[src/hw/mad_defines.svh]
// constants for the motion activity detector
`ifndef MAD_DEFINES_SVH
`define MAD_DEFINES_SVH
`define MAD_AXIS_W 12
`define MAD_THR_W 11
`define MAD_ACT_TIME_W 13
`define MAD_INACT_TIME_W 16
`define MAD_ACT_MAX_SEC 20
`define MAD_ODR_MAX_HZ 400
`define MAD_ACT_MAX_SAMPLES (`MAD_ACT_MAX_SEC * `MAD_ODR_MAX_HZ)
`define MAD_INACT_MAX_SAMPLES 65535
`define MAD_NOISE_NORMAL 2'h0
`define MAD_NOISE_LOW 2'h1
`define MAD_NOISE_ULTRA 2'h2
`endif

[src/hw/mad_pkg.sv]
// types for the motion activity detector
package mad_pkg;
  typedef enum logic [1:0] {
    MAD_NOISE_NORMAL_M,
    MAD_NOISE_LOW_M,
    MAD_NOISE_ULTRA_M
  } mad_noise_e;
  typedef enum logic {
    MAD_REF_ABSOLUTE,
    MAD_REF_REFERENCED
  } mad_ref_e;
endpackage

[src/hw/mad_detector.sv]
// activity and inactivity detection on per-sample acceleration data
//
// How it works
// RULE1: activity only after threshold held for duration
// RULE2: absolute activity compares raw sample to threshold
// RULE3: referenced activity uses abs difference from reference
// RULE4: reference captured when activity enabled in measurement
// RULE5: linked: reference captured at inactivity detection
// RULE6: unlinked: reference captured at each activity detection
// RULE7: activity timer from one sample to 20 seconds
// RULE8: activity timer in measurement only; wake-up single sample
// RULE9: inactivity only after below threshold for duration
// RULE10: absolute inactivity needs consecutive samples all below
// RULE11: referenced inactivity uses abs difference below threshold
// RULE12: inactivity count from one to 65535 samples
// RULE13: events set status flags, optional interrupt request
// RULE14: awake bit shows moving or stationary
// RULE15: detection works in measurement and wake-up modes
// RULE16: both detectors disabled after reset; here reset leaves arming to act_enable and inact_enable, except linked mode keeps inactivity unarmed
// RULE17: unlinked: both armed, flags pending until serviced
// RULE18: host reads each flag to clear it
// RULE19: normal, low noise and ultralow noise selectable
// RULE20: linked: only one detector armed at a time
// RULE21: awake set by activity, cleared by inactivity
// RULE22: per-axis compare; activity any axis, inactivity all
`timescale 1ns/1ps
`include "mad_defines.svh"
module mad_detector #(
  parameter int AXIS_W = `MAD_AXIS_W,
  parameter int THR_W = `MAD_THR_W,
  parameter int ACT_TIME_W = `MAD_ACT_TIME_W,
  parameter int INACT_TIME_W = `MAD_INACT_TIME_W
) (
  input wire logic ref_clk,
  input wire logic rst,
  input wire logic sample_valid,
  input wire logic signed [AXIS_W-1:0] x_sample,
  input wire logic signed [AXIS_W-1:0] y_sample,
  input wire logic signed [AXIS_W-1:0] z_sample,
  input wire logic measure_mode,
  input wire logic wakeup_mode,
  input wire logic act_enable,
  input wire logic inact_enable,
  input wire logic act_referenced,
  input wire logic inact_referenced,
  input wire logic link_enable,
  input wire logic [THR_W-1:0] act_threshold,
  input wire logic [THR_W-1:0] inact_threshold,
  input wire logic [ACT_TIME_W-1:0] act_time,
  input wire logic [INACT_TIME_W-1:0] inact_time,
  input wire logic act_int_enable,
  input wire logic inact_int_enable,
  input wire logic [1:0] noise_mode_sel,
  input wire logic act_flag_clear,
  input wire logic inact_flag_clear,
  output logic act_flag,
  output logic inact_flag,
  output logic awake,
  output logic act_irq,
  output logic inact_irq,
  output logic act_armed,
  output logic inact_armed,
  output mad_pkg::mad_noise_e noise_mode
);

  initial begin
    if (AXIS_W < THR_W + 1 || AXIS_W > 16)
      $error("mad_detector: axis width unsupported");
    if ((1 << ACT_TIME_W) <= `MAD_ACT_MAX_SAMPLES)
      $error("mad_detector: activity timer too narrow");
    if ((1 << INACT_TIME_W) - 1 != `MAD_INACT_MAX_SAMPLES)
      $error("mad_detector: inactivity timer must be 16 bits");
  end

  localparam int DW = AXIS_W + 1;

  logic act_flag_reg;
  logic inact_flag_reg;
  logic awake_reg;
  logic link_act_turn_reg;
  logic act_en_d_reg;
  logic [ACT_TIME_W-1:0] act_cnt_reg;
  logic [INACT_TIME_W-1:0] inact_cnt_reg;
  logic signed [AXIS_W-1:0] ref_reg [3];
  logic [1:0] noise_reg;
  logic running;
  logic [2:0] ax_act;
  logic [2:0] ax_inact;
  logic samp_act;
  logic samp_inact;
  logic act_hit;
  logic inact_hit;
  logic act_need1;
  logic ref_load;
  logic signed [AXIS_W-1:0] samp [3];

  // magnitude of the axis value, or of its offset from the reference
  function automatic logic [DW-1:0] mad_mag(
    input logic signed [AXIS_W-1:0] s,
    input logic signed [AXIS_W-1:0] r,
    input logic use_ref
  );
    logic signed [DW-1:0] d;
    d = use_ref ? (DW'(s) - DW'(r)) : DW'(s);
    mad_mag = d[DW-1] ? DW'(-d) : DW'(d);
  endfunction

  assign samp[0] = x_sample;
  assign samp[1] = y_sample;
  assign samp[2] = z_sample;
  assign running = measure_mode | wakeup_mode; // [RULE15]

  // linked mode arms one detector; unlinked arms both [RULE20] [RULE17]
  assign act_armed = act_enable & running &
    (~link_enable | link_act_turn_reg); // [RULE16]
  assign inact_armed = inact_enable & running &
    (~link_enable | ~link_act_turn_reg); // [RULE16]

  always_comb begin
    for (int i = 0; i < 3; i++) begin
      ax_act[i] = mad_mag(samp[i], ref_reg[i], act_referenced) >
        DW'(act_threshold); // [RULE2] [RULE3]
      ax_inact[i] = mad_mag(samp[i], ref_reg[i], inact_referenced) <
        DW'(inact_threshold); // [RULE11]
    end
  end

  assign samp_act = |ax_act; // [RULE22]
  assign samp_inact = &ax_inact; // [RULE22] [RULE10]

  // wake-up mode has no activity timer; zero time treated as one sample
  assign act_need1 = wakeup_mode | (act_time <= ACT_TIME_W'(1)); // [RULE8]
  assign act_hit = sample_valid & act_armed & samp_act &
    (act_need1 |
     (act_cnt_reg + ACT_TIME_W'(1) >= act_time)); // [RULE1] [RULE7]
  assign inact_hit = sample_valid & inact_armed & samp_inact &
    ((inact_time <= INACT_TIME_W'(1)) |
     (inact_cnt_reg + INACT_TIME_W'(1) >= inact_time)); // [RULE9] [RULE12]

  // activity run length; any quiet sample in measurement mode restarts it
  always_ff @(posedge ref_clk) begin
    if (rst || !act_armed || act_hit)
      act_cnt_reg <= '0;
    else if (sample_valid && measure_mode)
      act_cnt_reg <= samp_act ? act_cnt_reg + ACT_TIME_W'(1) : '0; // [RULE1]
  end

  // consecutive quiet samples only
  always_ff @(posedge ref_clk) begin
    if (rst || !inact_armed || inact_hit)
      inact_cnt_reg <= '0;
    else if (sample_valid)
      inact_cnt_reg <= samp_inact ?
        inact_cnt_reg + INACT_TIME_W'(1) : '0; // [RULE10]
  end

  always_ff @(posedge ref_clk) begin
    if (rst)
      act_en_d_reg <= 1'b0;
    else
      act_en_d_reg <= act_enable & measure_mode;
  end

  assign ref_load = (act_enable & measure_mode & ~act_en_d_reg) | // [RULE4]
    (link_enable & inact_hit) | // [RULE5]
    (~link_enable & act_hit); // [RULE6]

  // reference taken from the current sample inputs
  always_ff @(posedge ref_clk) begin
    if (rst) begin
      for (int i = 0; i < 3; i++)
        ref_reg[i] <= '0;
    end else if (ref_load) begin
      for (int i = 0; i < 3; i++)
        ref_reg[i] <= samp[i]; // [RULE4] [RULE5] [RULE6]
    end
  end

  // set wins over a clear in the same cycle
  always_ff @(posedge ref_clk) begin
    if (rst) begin
      act_flag_reg <= 1'b0;
      inact_flag_reg <= 1'b0;
    end else begin
      act_flag_reg <= act_hit |
        (act_flag_reg & ~act_flag_clear); // [RULE13] [RULE18]
      inact_flag_reg <= inact_hit |
        (inact_flag_reg & ~inact_flag_clear); // [RULE13] [RULE18]
    end
  end

  always_ff @(posedge ref_clk) begin
    if (rst)
      awake_reg <= 1'b0;
    else if (act_hit)
      awake_reg <= 1'b1; // [RULE14] [RULE21]
    else if (inact_hit)
      awake_reg <= 1'b0; // [RULE21]
  end

  // starts by looking for activity
  always_ff @(posedge ref_clk) begin
    if (rst || !link_enable)
      link_act_turn_reg <= 1'b1;
    else if (act_hit)
      link_act_turn_reg <= 1'b0; // [RULE20]
    else if (inact_hit)
      link_act_turn_reg <= 1'b1; // [RULE20]
  end

  // noise mode only steers the analog front end, held here for it
  always_ff @(posedge ref_clk) begin
    if (rst)
      noise_reg <= `MAD_NOISE_NORMAL;
    else if (noise_mode_sel <= `MAD_NOISE_ULTRA)
      noise_reg <= noise_mode_sel; // [RULE19]
  end

  assign act_flag = act_flag_reg;
  assign inact_flag = inact_flag_reg;
  assign awake = awake_reg;
  assign act_irq = act_flag_reg & act_int_enable; // [RULE13]
  assign inact_irq = inact_flag_reg & inact_int_enable; // [RULE13]
  assign noise_mode = mad_pkg::mad_noise_e'(noise_reg);

  property p_act_flag_set;
    @(posedge ref_clk) disable iff (rst) act_hit |=> act_flag;
  endproperty
  a_act_flag_set: assert property (p_act_flag_set) // [RULE13]
    else $error("activity flag not set");

  property p_inact_flag_set;
    @(posedge ref_clk) disable iff (rst) inact_hit |=> inact_flag;
  endproperty
  a_inact_flag_set: assert property (p_inact_flag_set) // [RULE13]
    else $error("inactivity flag not set");

  property p_flag_hold;
    @(posedge ref_clk) disable iff (rst)
      act_flag && !act_flag_clear |=> act_flag;
  endproperty
  a_flag_hold: assert property (p_flag_hold) // [RULE17]
    else $error("activity flag dropped while pending");

  property p_awake_up;
    @(posedge ref_clk) disable iff (rst) act_hit |=> awake;
  endproperty
  a_awake_up: assert property (p_awake_up) // [RULE21]
    else $error("awake not set by activity");

  property p_awake_down;
    @(posedge ref_clk) disable iff (rst)
      inact_hit && !act_hit |=> !awake;
  endproperty
  a_awake_down: assert property (p_awake_down) // [RULE21]
    else $error("awake not cleared by inactivity");

  property p_one_armed;
    @(posedge ref_clk) disable iff (rst)
      link_enable |-> !(act_armed && inact_armed);
  endproperty
  a_one_armed: assert property (p_one_armed) // [RULE20]
    else $error("both detectors armed in linked mode");

  property p_act_needs_hit;
    @(posedge ref_clk) disable iff (rst)
      $rose(act_flag) |-> $past(sample_valid && act_armed && samp_act);
  endproperty
  a_act_needs_hit: assert property (p_act_needs_hit) // [RULE1]
    else $error("activity without qualifying sample");

  property p_inact_swap;
    @(posedge ref_clk) disable iff (rst)
      link_enable && inact_hit ##1 link_enable |-> link_act_turn_reg;
  endproperty
  a_inact_swap: assert property (p_inact_swap) // [RULE20]
    else $error("linked mode did not rearm activity");

  property p_ref_capture;
    @(posedge ref_clk) disable iff (rst)
      !link_enable && act_hit |=> ref_reg[0] == $past(x_sample);
  endproperty
  a_ref_capture: assert property (p_ref_capture) // [RULE6]
    else $error("reference not captured on activity");

  property p_inact_flag_hold;
    @(posedge ref_clk) disable iff (rst)
      inact_flag && !inact_flag_clear |=> inact_flag;
  endproperty
  a_inact_flag_hold: assert property (p_inact_flag_hold) // [RULE17]
    else $error("inactivity flag dropped while pending");

  // wake-up mode ignores the timer, so one sample must be enough
  property p_wake_single;
    @(posedge ref_clk) disable iff (rst)
      wakeup_mode && sample_valid && act_armed && samp_act |=> act_flag;
  endproperty
  a_wake_single: assert property (p_wake_single) // [RULE8]
    else $error("wake-up mode missed single-sample activity");

  property p_noise_keep;
    @(posedge ref_clk) disable iff (rst)
      noise_mode_sel == 2'h3 |=> $stable(noise_mode);
  endproperty
  a_noise_keep: assert property (p_noise_keep) // [RULE19]
    else $error("noise mode changed on an unused code");

  c_act: cover property (@(posedge ref_clk) act_hit);
  c_inact: cover property (@(posedge ref_clk) inact_hit);
  c_wake: cover property (@(posedge ref_clk) wakeup_mode && act_hit);
  c_link_cycle: cover property (@(posedge ref_clk)
    link_enable && act_hit ##[1:50] inact_hit);

endmodule // mad_detector

[config.mk]
export PLATFORM = sky130hd
export DESIGN_NAME = mad_detector
export DESIGN_NICKNAME = d
export VERILOG_FILES = /design/src/hw/mad_pkg.sv /design/src/hw/mad_detector.sv
export VERILOG_INCLUDE_DIRS = /design/src /design/src/hw
export SDC_FILE = /design/constraint.sdc
export NUM_CORES = 1
export LEC_CHECK = 0
export ABC_AREA = 0
export BUFFER_PORTS_ARGS = -buffer_cell sky130_fd_sc_hd__buf_2
export CORE_ASPECT_RATIO = 1.2
export CORE_MARGIN = 4
export CORE_UTILIZATION = 55
export CTS_BUF_LIST = sky130_fd_sc_hd__clkbuf_16
export CTS_CLUSTER_SIZE = 28
export DETAILED_ROUTE_END_ITERATION = 10
export PLACE_DENSITY = 0.71
export RECOVER_POWER = 50
export SLEW_MARGIN = 10
export SYNTH_ARGS = -nofsm -noshare
export SYNTH_HDL_FRONTEND = slang
export SYNTH_SLANG_ARGS = --single-unit
[constraint.sdc]
create_clock -name ref_clk -period 8.45 [get_ports ref_clk]
set_input_delay 0.845 -clock ref_clk [delete_from_list [all_inputs] [get_ports ref_clk]]
set_output_delay 0.845 -clock ref_clk [all_outputs]
set_load 0.005 [all_outputs]
==> flow_summary.json <==
{
  "run_status": "complete, but fails checks",
  "failed_checks": "max-capacitance violations, max-slew violations",
  "yosysMostFrequentCell": "ha_1",
  "grt.overflow.total": 0,
  "clkTransAtPathRegs_ps": 60,
  "syn_area_per_cell_sq_um": 7.812,
  "dr.pass1.iters": 5,
  "start_util_pct": 55.86,
  "cp_data_required_time_ps": 8420,
  "ant_nets": 0,
  "setup-tns-final_ps": 0,
  "period_minus_slack_ps": 7267,
  "ctsHoldBuffers": 0,
  "yosysTopAreaCell": "ha_1",
  "rows": 56,
  "dp_cells": 1718,
  "layout-drive-gt1-share_pct": 11.61,
  "cts-buffers-inserted": 9,
  "fillers": 1868,
  "area_growth_pct": 7.003,
  "h-tree-depth": 3,
  "grt_pass1_vias": 9489,
  "cts_root_buf": "clkbuf_16",
  "syn_nets": 1635,
  "path_class": "in2reg",
  "port_buffers": 111,
  "layout.cells.non_filler": 1734,
  "die_h_um": 162.1,
  "die_w_um": 136.4,
  "grt_pass1_wl_um": 47690,
  "ir_worst_vdd_v": 0.0001129,
  "fin_nets": 1710,
  "cts_tree": "built",
  "grt_start_max_net_pins": 48,
  "yosysSeqAreaShare_pct": 16.56,
  "synth_warnings": 0,
  "clock_sinks": 72,
  "crit_path_max_fanout": 36,
  "netlist_top_cells_area": "ha_1 (16%), edfxtp_1 (9.9%), dfxtp_1 (6.6%), xnor2_1 (5.4%), a21oi_1 (4.0%)",
  "gp_congestion": 0.9729,
  "post_cts_resized": 0,
  "end_kind": "flop",
  "pin_count": 112,
  "grt_use_total_pct": 26.50,
  "post_cts_buffers": 0,
  "reg2regPathDepth": 22,
  "n_antenna_cell": 0,
  "clk_latency_ps": 330,
  "clock_path_buffers": 2,
  "tightest_slew_ps": 1669,
  "finClkSkew_ps": 6.360,
  "wl_um": 29690,
  "drt_iter0_drc": 825,
  "relSlewSlack_pct": -11.25,
  "p_per_area_nw_per_um2": 133.6,
  "syn_inst": 1393,
  "max_freq_mhz": 137.6,
  "die-area_sq_um": 22110,
  "antenna_found_initial": 0,
  "vias": 10360,
  "synth_top_area_share_pct": 15.64,
  "dpl_cell_area_sq_um": 11540,
  "hold_depth": 2,
  "remaining_drc_errors": 0,
  "wire_per_inst_um": 17.12,
  "hold_class": "reg2reg",
  "regArea_sq_um": 1802,
  "multi_input_area_sq_um": 8195,
  "period_share_pct": 86.00,
  "synth_ff_type": "edfxtp_1",
  "largest_reg_flops": 36,
  "dp_hpwl_um": 24150,
  "drv_cap": 2,
  "synth.distinct_cells": 92,
  "cp_data_arrival_time_ps": 7240,
  "holdWs_ps": 492.6,
  "ys_ff_latch": 72,
  "cp-start-kind": "input pin",
  "avgViaCountPerCell": 5.973,
  "setup_viol": 0,
  "coreArea_sq_um": 19480,
  "synthTopCellsByCount": "ha_1 (136), inv_1 (110), nand2_1 (110)",
  "rsz0062_at_grt": "no",
  "synth.cell_area_sq_um": 10880,
  "hold_viol_final": 0,
  "synth-edff-count": 36,
  "slew_viol_final": 65,
  "async_flop_share_pct": 0,
  "p_leak_nw": 5.169,
  "final_area_sq_um": 11640
}
kinds of logic (layout without fill, tap and decap cells):
kind of cell,Yosys count,in the layout,synth area share (%)
and+or+nand+nor,510,510,25.05
buffers and inverters,166,246,6.497
adders and majority gates,139,139,16.19
xor gates and xnor gates,109,109,8.773
DFF,72,72,16.56
AOI/OAI and AO/OA,366,366,24.05
muxes,31,31,2.875
critical path: stages:
cell and delay, ps:
buf_2 130, inv_1 80, ha_1 230, fa_1 390
nand2b_1 190, a21oi_1 240, xor2_1 180, o31ai_1 500
nor4b_1 630, nand2_1 100, nand2_1 110, xor2_1 270
ha_1 320, a222oi_1 320, nand2_1 90, a21oi_1 140
o2111ai_1 100, or4_1 540, a31oi_1 160, o2111ai_1 280
nor4_1 690, a31oi_4 150, nand3b_1 120, buf_4 430
through the flow:
stage | utilization (%) | power (W) | worst slack [ps]
finish | 59.78 | 0.001556 | 1183
global route | 59.78 | 0.001668 | 714.0
CTS | 60.74 | 0.001560 | 1493
detailed placement | 59.23 | 0.001188 | 1151
global placement | 59.23 | 0.001174 | 1478
floorplan | - | 0.0009968 | 1341
metal layers:
metal	up-vias	share of wire (%)	GRT usage, %
met2	325	46	44.75
met4	0	2.3	7.608
met5	-	0	0
met1	4767	46	36.20
met3	44	5.4	2.107
li1	5221	-	-
path summary, 6_finish.rpt:
kind                                                   from                      endpoint  slack, ps
worst max-delay path                            x_sample[0]  ref_reg[0][23]$_SDFFCE_PN0P_       1180
worst max register to register  ref_reg[0][0]$_SDFFCE_PN0P_  ref_reg[0][23]$_SDFFCE_PN0P_       1530
worst min register to register          act_flag$_SDFF_PP0_           act_flag$_SDFF_PP0_        490
worst min-delay path                    act_flag$_SDFF_PP0_           act_flag$_SDFF_PP0_        490
power breakdown:
group	leakage [nW]	internal (W)	total (W)	switching, W
combinational	4.35	0.000319	0.000801	0.000481
sequential	0.680	0.000381	0.000385	0.00000410
clock	0.138	0.000217	0.000371	0.000154
total	5.17	0.000917	0.00156	0.000639
cell type report:
class	instances	area share [%]
multi-input combinational	1155	70.38
sequential	72	15.47
timing repair buffer	120	5.265
inverter	110	3.546
tap	261	2.805
clock buffer	10	2.149
clock inverter	6	0.3761
layout by cell type (no fill, tap or decap), types with 6 or more instances in the layout:
cell / n
o211ai_1: 15
nor2_1: 95
dfxtp_1: 36
clkbuf_16: 10
a21oi_1: 115
o2111ai_1: 7
nand2_1: 110
nor4_1: 13
clkbuf_1: 8
nor3b_1: 18
a31oi_1: 34
a21o_1: 27
ha_1: 136
buf_4: 9
nand4_1: 21
xor2_1: 42
o31ai_1: 9
nand3_1: 36
nor3_1: 49
and2_1: 17
inv_1: 111
or2_2: 9
or3_1: 13
a32oi_1: 13
edfxtp_1: 36
a211o_1: 6
xnor2_1: 67
buf_2: 103
nand2b_1: 57
nor2b_1: 27
and3_1: 18
o21ai_0: 47
a211oi_1: 17
mux2i_1: 29
o211a_1: 7
No activity file was read; power rests on OpenSTA's default activity.
